## config.mk

```make
export PLATFORM = sky130hd
export DESIGN_NAME = port_pin_mode_config
export DESIGN_NICKNAME = d
export VERILOG_FILES = /design/src/core/pin_driver.v /design/src/core/port_pin_mode_config.v
export VERILOG_INCLUDE_DIRS = /design/src /design/src/include
export SDC_FILE = /design/constraint.sdc
export NUM_CORES = 1
export LEC_CHECK = 0
export BUFFER_PORTS_ARGS = -buffer_cell sky130_fd_sc_hd__buf_2
export CORE_MARGIN = 4
export CORE_UTILIZATION = 51
export CTS_CLUSTER_SIZE = 14
export DETAILED_ROUTE_END_ITERATION = 16
export HOLD_SLACK_MARGIN = 0.03
export PLACE_DENSITY = 0.9
export SYNTH_ARGS = -nofsm -noshare
export SYNTH_HDL_FRONTEND = slang
export SYNTH_SLANG_ARGS = --single-unit
```

## constraint.sdc

```tcl
create_clock -name core_clk_in -period 1.7 [get_ports core_clk_in]
set_input_delay 0.34 -clock core_clk_in [delete_from_list [all_inputs] [get_ports core_clk_in]]
set_output_delay 0.34 -clock core_clk_in [all_outputs]
set_load 0.01 [all_outputs]
```

## src/include/port_cfg_defs.vh

```
// Register offsets, field positions and reset values of the port pin mode block
`ifndef PORT_CFG_DEFS_VH
`define PORT_CFG_DEFS_VH

// Register addresses
`define ADDR_PORT1_MODE_B       8'hB4
`define ADDR_PORT2_MODE_A_MISC  8'hB5
`define ADDR_PORT2_MODE_B       8'hB6

// Fields of the port 2 mode a and misc register
`define BIT_PORT2_SCHMITT_SEL   7
`define BIT_PORT1_SCHMITT_SEL   6
`define BIT_PORT0_SCHMITT_SEL   5
`define BIT_CLOCK_OUT_EN        4
`define BIT_TIMER1_TOGGLE_EN    3
`define BIT_TIMER0_TOGGLE_EN    2

// Shared pin positions
`define PIN_TIMER1_TOGGLE       3'h7
`define PIN_TIMER0_TOGGLE       3'h2

// Reset values and masks
`define RESET_PORT2_MODE_A_MISC 8'h00
`define RESET_PORT2_MODE_B      2'h0
`define RESET_PORT1_MODE_B      8'h00
`define MASK_PORT2_MODE_B       8'h03

`endif

```

## src/core/pin_driver.v

```verilog
// One port pin output driver decoding the two mode bits
`timescale 1ns/1ps

module pin_driver (
   // Mode and data
   input  wire pin_mode_bit_a_in,
   input  wire pin_mode_bit_b_in,
   input  wire level_in,
   // Pad controls
   output wire pad_out,
   output wire pad_oe_out,
   output wire pullup_out
);

   // Push-pull drives both levels, open drain and quasi drive low only
   assign pad_out    = level_in;
   assign pad_oe_out = (~pin_mode_bit_a_in & pin_mode_bit_b_in) |
                       (~(pin_mode_bit_a_in ^ pin_mode_bit_b_in) & ~level_in);
   // Weak pull-up only for quasi-bidirectional
   assign pullup_out = ~pin_mode_bit_a_in & ~pin_mode_bit_b_in & level_in;

endmodule // pin_driver

```

## src/core/port_pin_mode_config.v

```verilog
// Port pin mode configuration registers and pad control
//
// Our own choice: the plain strobed port.
`timescale 1ns/1ps
`include "port_cfg_defs.vh"

// Behaviour
// - Pin mode from bit a and bit b: 00 quasi, 01 push-pull, 11 open drain.
// - Pattern 10 makes the pin input only, buffer chosen by port Schmitt bit.
// - Mode a bits 7,6,5 pick Schmitt for ports 2,1,0; 0 means TTL.
// - Clock output enable makes port 2 pin 0, the crystal out pin, drive its latch level with pull-up off.
// - Timer 1 toggle enable inverts port 0 bit 7 on each timer 1 overflow.
// - Timer 0 toggle enable inverts port 1 bit 2 on each timer 0 overflow.
// - Port 2 has mode bits for pins 1 and 0 only; other bits reserved.
// - Port 1 mode b register holds bit b for each port 1 pin.
module port_pin_mode_config (
   // Clock and reset
   input  wire       core_clk_in,
   input  wire       reset_n_in,
   // Register port
   input  wire [7:0] addr_in,
   input  wire [7:0] wdata_in,
   input  wire       wr_in,
   input  wire       rd_in,
   output reg  [7:0] rdata_out,
   // Mode a bits of ports 0 and 1 and bit b of port 0, held elsewhere
   input  wire [7:0] port0_mode_a_in,
   input  wire [7:0] port0_mode_b_in,
   input  wire [7:0] port1_mode_a_in,
   // Port latches and timer events
   input  wire [7:0] port0_latch_in,
   input  wire [7:0] port1_latch_in,
   input  wire [1:0] port2_latch_in,
   input  wire       timer0_ovf_in,
   input  wire       timer1_ovf_in,
   // Pad controls
   output reg  [7:0] port0_pad_out,
   output reg  [7:0] port0_oe_out,
   output reg  [7:0] port0_pullup_out,
   output reg  [7:0] port1_pad_out,
   output reg  [7:0] port1_oe_out,
   output reg  [7:0] port1_pullup_out,
   output reg  [1:0] port2_pad_out,
   output reg  [1:0] port2_oe_out,
   output reg  [1:0] port2_pullup_out,
   output reg  [2:0] schmitt_sel_out,
   output reg        clock_out_en_out
);

   // Registers
   reg  [7:0]  port2_mode_a_and_misc_reg;
   reg  [1:0]  port2_mode_b_reg;
   reg  [7:0]  port1_mode_b_reg;
   reg         t1_toggle_reg;
   reg         t0_toggle_reg;
   reg  [7:0]  rdata_next;
   // Decoded strobes and enables
   wire        wr_port2_mode_a;
   wire        wr_port2_mode_b;
   wire        wr_port1_mode_b;
   wire        clock_out_en;
   wire        timer1_toggle_out_en;
   wire        timer0_toggle_out_en;
   // Per-pin vectors, port 0 in the low bits
   wire [7:0]  p0_level;
   wire [7:0]  p1_level;
   wire [1:0]  p2_level;
   wire [17:0] mode_a_all;
   wire [17:0] mode_b_all;
   wire [17:0] level_all;
   wire [17:0] pad_all;
   wire [17:0] oe_all;
   wire [17:0] pu_all;

   // Enable bits of the misc register
   assign clock_out_en         = port2_mode_a_and_misc_reg[`BIT_CLOCK_OUT_EN];
   assign timer1_toggle_out_en = port2_mode_a_and_misc_reg[`BIT_TIMER1_TOGGLE_EN];
   assign timer0_toggle_out_en = port2_mode_a_and_misc_reg[`BIT_TIMER0_TOGGLE_EN];

   // Write strobes per register; unmapped addresses hit nothing
   assign wr_port2_mode_a = wr_in & (addr_in == `ADDR_PORT2_MODE_A_MISC);
   assign wr_port2_mode_b = wr_in & (addr_in == `ADDR_PORT2_MODE_B);
   assign wr_port1_mode_b = wr_in & (addr_in == `ADDR_PORT1_MODE_B);

   // Port 2 mode a pair plus Schmitt, clock out and toggle enables
   always @(posedge core_clk_in or negedge reset_n_in) begin
      if (!reset_n_in)
         port2_mode_a_and_misc_reg <= `RESET_PORT2_MODE_A_MISC;
      else if (wr_port2_mode_a)
         port2_mode_a_and_misc_reg <= wdata_in;
   end

   // Port 2 mode b; reserved bits are dropped, so they can only read zero
   always @(posedge core_clk_in or negedge reset_n_in) begin
      if (!reset_n_in)
         port2_mode_b_reg <= `RESET_PORT2_MODE_B;
      else if (wr_port2_mode_b)
         port2_mode_b_reg <= wdata_in[1:0];
   end

   // Port 1 mode b, one bit per pin
   always @(posedge core_clk_in or negedge reset_n_in) begin
      if (!reset_n_in)
         port1_mode_b_reg <= `RESET_PORT1_MODE_B;
      else if (wr_port1_mode_b)
         port1_mode_b_reg <= wdata_in;
   end

   // Read mux; unmapped addresses read zero, reserved bits read zero
   always @* begin
      rdata_next = 8'h00;
      case (addr_in)
         `ADDR_PORT2_MODE_A_MISC: rdata_next = port2_mode_a_and_misc_reg;
         `ADDR_PORT2_MODE_B:      rdata_next = {6'h00, port2_mode_b_reg};
         `ADDR_PORT1_MODE_B:      rdata_next = port1_mode_b_reg;
         default:                 rdata_next = 8'h00;
      endcase
   end

   always @(posedge core_clk_in or negedge reset_n_in) begin
      if (!reset_n_in)
         rdata_out <= 8'h00;
      else if (rd_in)
         rdata_out <= rdata_next;
      else
         rdata_out <= 8'h00;
   end

   // Timer 1 toggle latch; follows the pin latch while off, so enabling starts clean
   always @(posedge core_clk_in or negedge reset_n_in) begin
      if (!reset_n_in)
         t1_toggle_reg <= 1'b0;
      else if (!timer1_toggle_out_en)
         t1_toggle_reg <= port0_latch_in[`PIN_TIMER1_TOGGLE];
      else if (timer1_ovf_in)
         t1_toggle_reg <= ~t1_toggle_reg;
   end

   // Timer 0 toggle latch, same scheme on port 1 bit 2
   always @(posedge core_clk_in or negedge reset_n_in) begin
      if (!reset_n_in)
         t0_toggle_reg <= 1'b0;
      else if (!timer0_toggle_out_en)
         t0_toggle_reg <= port1_latch_in[`PIN_TIMER0_TOGGLE];
      else if (timer0_ovf_in)
         t0_toggle_reg <= ~t0_toggle_reg;
   end

   // Shared pin levels; with enables off pins follow the latch
   assign p0_level = {timer1_toggle_out_en ? t1_toggle_reg : port0_latch_in[7],
                      port0_latch_in[6:0]};
   assign p1_level = {port1_latch_in[7:3],
                      timer0_toggle_out_en ? t0_toggle_reg : port1_latch_in[2],
                      port1_latch_in[1:0]};
   assign p2_level = port2_latch_in;

   assign mode_a_all = {port2_mode_a_and_misc_reg[1:0], port1_mode_a_in, port0_mode_a_in};
   assign mode_b_all = {port2_mode_b_reg, port1_mode_b_reg, port0_mode_b_in};
   assign level_all  = {p2_level, p1_level, p0_level};

   // One driver per pin decoding its mode pair
   genvar gi;
   generate
      for (gi = 0; gi < 18; gi = gi + 1) begin : g_pin
         pin_driver u_drv (
            .pin_mode_bit_a_in (mode_a_all[gi]),
            .pin_mode_bit_b_in (mode_b_all[gi]),
            .level_in          (level_all[gi]),
            .pad_out           (pad_all[gi]),
            .pad_oe_out        (oe_all[gi]),
            .pullup_out        (pu_all[gi])
         );
      end
   endgenerate

   // Port 0 pad controls
   always @(posedge core_clk_in or negedge reset_n_in) begin
      if (!reset_n_in) begin
         port0_pad_out    <= 8'h00;
         port0_oe_out     <= 8'h00;
         port0_pullup_out <= 8'h00;
      end else begin
         port0_pad_out    <= pad_all[7:0];
         port0_oe_out     <= oe_all[7:0];
         port0_pullup_out <= pu_all[7:0];
      end
   end

   // Port 1 pad controls
   always @(posedge core_clk_in or negedge reset_n_in) begin
      if (!reset_n_in) begin
         port1_pad_out    <= 8'h00;
         port1_oe_out     <= 8'h00;
         port1_pullup_out <= 8'h00;
      end else begin
         port1_pad_out    <= pad_all[15:8];
         port1_oe_out     <= oe_all[15:8];
         port1_pullup_out <= pu_all[15:8];
      end
   end

   // Port 2 pad controls; crystal out pin drives, pull-up off, while clock out is on
   always @(posedge core_clk_in or negedge reset_n_in) begin
      if (!reset_n_in) begin
         port2_pad_out    <= 2'h0;
         port2_oe_out     <= 2'h0;
         port2_pullup_out <= 2'h0;
      end else begin
         port2_pad_out    <= pad_all[17:16];
         port2_pullup_out <= {pu_all[17], pu_all[16] & ~clock_out_en};
         port2_oe_out     <= {oe_all[17], oe_all[16] | clock_out_en};
      end
   end

   // Input buffer selects and clock output enable
   always @(posedge core_clk_in or negedge reset_n_in) begin
      if (!reset_n_in) begin
         schmitt_sel_out  <= 3'h0;
         clock_out_en_out <= 1'b0;
      end else begin
         schmitt_sel_out  <= {port2_mode_a_and_misc_reg[`BIT_PORT2_SCHMITT_SEL],
                              port2_mode_a_and_misc_reg[`BIT_PORT1_SCHMITT_SEL],
                              port2_mode_a_and_misc_reg[`BIT_PORT0_SCHMITT_SEL]};
         clock_out_en_out <= clock_out_en;
      end
   end

endmodule // port_pin_mode_config

```

==> impl_metrics.tcl <==
set metrics [dict create \
    synth_area_per_cell_um2 14.1 \
    cap_violations 0 \
    final_max_slew_viol_count 0 \
    grtUsageTotal 0.177 \
    syn2layout_area_growth_pct 29.8 \
    total_power_mw 4.28 \
    startpoint_type "input pin" \
    hold_buffers 1 \
    syn-cell-area_um2 3540 \
    ant_nets 0 \
    outcome "complete, no violations" \
    required_ns 1.93 \
    insertion_delay_ns 0.34 \
    min_path_type "input pin to flop" \
    yosysUniqueCellTypes 25 \
    worst_pin_slew_ns 0.330 \
    finalCritPeriodShare 0.806 \
    rows 30 \
    clkTransAtPathRegs_ns 0.08 \
    clock_power_share 0.377 \
    hold_viol 0 \
    period_minus_slack_ns 1.37 \
    intPower_mw 3.33 \
    cp_max_fo 8 \
    fp.coreArea_um2 6760 \
    p_leak_nw 2.58 \
    ys_seq_area_frac 0.608 \
    grt_pass1_vias 2492 \
    vias_per_cell 4.83 \
    tns_ns 0 \
    routed-via-count 2332 \
    h-tree-depth 3 \
    wl_per_cell_um 14.1 \
    syn_nets 352 \
    cts_buffer_depth 2 \
    rsz0062_at_grt "no" \
    power_frac_comb 0.110 \
    setup_viol 0 \
    cts_tree "done" \
    p_switching_mw 0.952 \
    io_pins 130 \
    cts_made_buffers 9 \
    die_y_um 91.3 \
    post-dp-hpwl_um 5390 \
    fin_area_um2 4600 \
    critPathKind "input pin to flop" \
    cp_slowest_cell "or4_1" \
    antenna_found_initial 0 \
    power_density_nw_per_um2 932 \
    start_util 0.524 \
    portBuffers 129 \
    seqPwrFrac 0.513 \
    crit_arrival_ns 1.60 \
    die_x_um 91.3 \
    place_congestion 0.731 \
    post_cts_buffers 0 \
    crit_chain "buf_2 > nand4b_4 > or4_1 > buf_4 > mux2_4" \
    cpPeakStageDelay_ns 0.48 \
    place_area_um2 4360 \
    fmax_ghz 0.730 \
    n_antenna_cell 0 \
    overflow 0 \
    swShare 0.222 \
    skew_ns 0.00526 \
    layout-drive-gt1-share 0.434 \
    end_kind "flop" \
    max-slew-margin-rel 0.779 \
    cts-root-buf "clkbuf_8" \
    cts_resized 0 \
    synth-seq-cells 86 \
    vdd_ir_drop_max_uv 596 \
    drt-pass1-iter-count 4 \
    yosysWarnings 0 \
    remaining_drc_errors 0 \
    rrSetupSlack_ns 0.62 \
    die_area_um2 8340 \
    wl_um 6790 \
    drtIter0Drc 97 \
    layout.nets 500 \
    grt_pass1_wl_um 11600 \
    cts.sinks 86 \
    synth_cells 252 \
    grt_max_degree 57 \
]
==> final cells by class <==
class	count	area [um2]
Clock buffer	9	124
Clock inverter	5	100
Fill cell	495	2160
Inverter	37	139
Multi-Input combinational cell	127	1230
Sequential cell	86	2150
Tap cell	80	100
Timing Repair Buffer	139	751
==> worst max-delay path, delay by kind of cell <==
family	cells	cell delay (ns)
buffers and inverters	2	0.30
multiplexers	1	0.30
AND/OR/NAND/NOR	2	0.65
==> cell usage after synthesis <==
cell,n,share of area
nand4b_1,1,0.0025
a21oi_1,2,0.0028
and2_1,18,0.032
nor2_1,9,0.0095
buf_4,1,0.0021
or4_1,1,0.0021
nand3b_1,1,0.0021
mux2_2,12,0.038
o21ai_0,1,0.0014
and3_1,2,0.0035
buf_6,1,0.0032
and4b_2,1,0.0032
nor4_4,1,0.0060
inv_1,37,0.039
mux2_4,8,0.034
dfrtp_1,86,0.61
o2bb2ai_1,2,0.0049
nand4b_4,1,0.0067
nor2b_1,2,0.0035
mux2i_1,8,0.023
ha_1,36,0.13
and3b_1,1,0.0025
xnor2_1,2,0.0049
o21bai_1,17,0.036
and4_1,1,0.0025
==> cell usage in the layout (no fill, tap or decap), types with 2 or more instances in the layout <==
cell / count
buf_12: 2
nor2_1: 9
and3_1: 2
buf_4: 8
mux2_2: 12
inv_1: 37
ha_1: 36
clkbuf_8: 9
clkinv_2: 2
xnor2_1: 2
mux2_4: 8
o2bb2ai_1: 2
buf_2: 128
dfrtp_1: 86
a21oi_1: 2
o21bai_1: 17
bufinv_16: 3
and2_1: 18
nor2b_1: 2
mux2i_1: 8
==> worst paths after layout <==
kind	startpoint	end	cells past startpoint
worst max register to register	port2_mode_a_and_misc_reg[3]	port0_pullup_out[7]	2
worst min register to register	port2_mode_a_and_misc_reg[5]	schmitt_sel_out[0]	0
min in group asynchronous	reset_n_in	port1_oe_out[0]	3
max in group asynchronous	reset_n_in	port2_pullup_out[0]	3
worst min-delay path	port1_latch_in[3]	port1_pad_out[3]	1
worst max-delay path	addr_in[3]	port1_mode_b_reg[7]	5
==> routing by layer <==
metal / track usage / up-vias / routed length (um)
met5: 0 / - / 0
met4: 0.0653 / 0 / 89
met3: 0.0621 / 9 / 558
met2: 0.305 / 83 / 3550
met1: 0.202 / 1134 / 2590
li1: - / 1106 / -
==> kinds of logic (layout without fill, tap and decap cells) <==
family	count (synthesis)	count (layout)	synth area share
fa+ha+maj	36	36	0.127
mux	28	28	0.0947
buf+inv	39	190	0.0445
compound gates	22	22	0.0452
xor+xnor	2	2	0.00495
simple gates	39	39	0.0759
flops	86	86	0.608
==> metrics by stage <==
| step | hold WS (ns) | utilization | worst slack (ns) | instances |
|---|---|---|---|---|
| 6_report | 0.129 | 0.681 | 0.330 | 483 |
| 5_1_grt | 0.102 | 0.681 | 0.322 | 483 |
| 4_1_cts | 0.109 | 0.681 | 0.336 | 483 |
| 3_5_place_dp | 0.321 | 0.646 | -0.0310 | 468 |
| 3_3_place_gp | 0.312 | 0.646 | -0.000118 | 468 |
| 2_1_floorplan | 0.0444 | - | 0.140 | 252 |
==> power by group through the flow <==
stage | Combinational (mW) | Sequential [mW] | Clock, mW
floorplan | 0.151 | 2.28 | 0
global placement | 0.454 | 2.23 | 0
detailed placement | 0.482 | 2.24 | 0
CTS | 0.485 | 2.20 | 1.67
global route | 0.537 | 2.21 | 1.76
finish | 0.473 | 2.20 | 1.62
No activity file was read; power rests on OpenSTA's default activity.
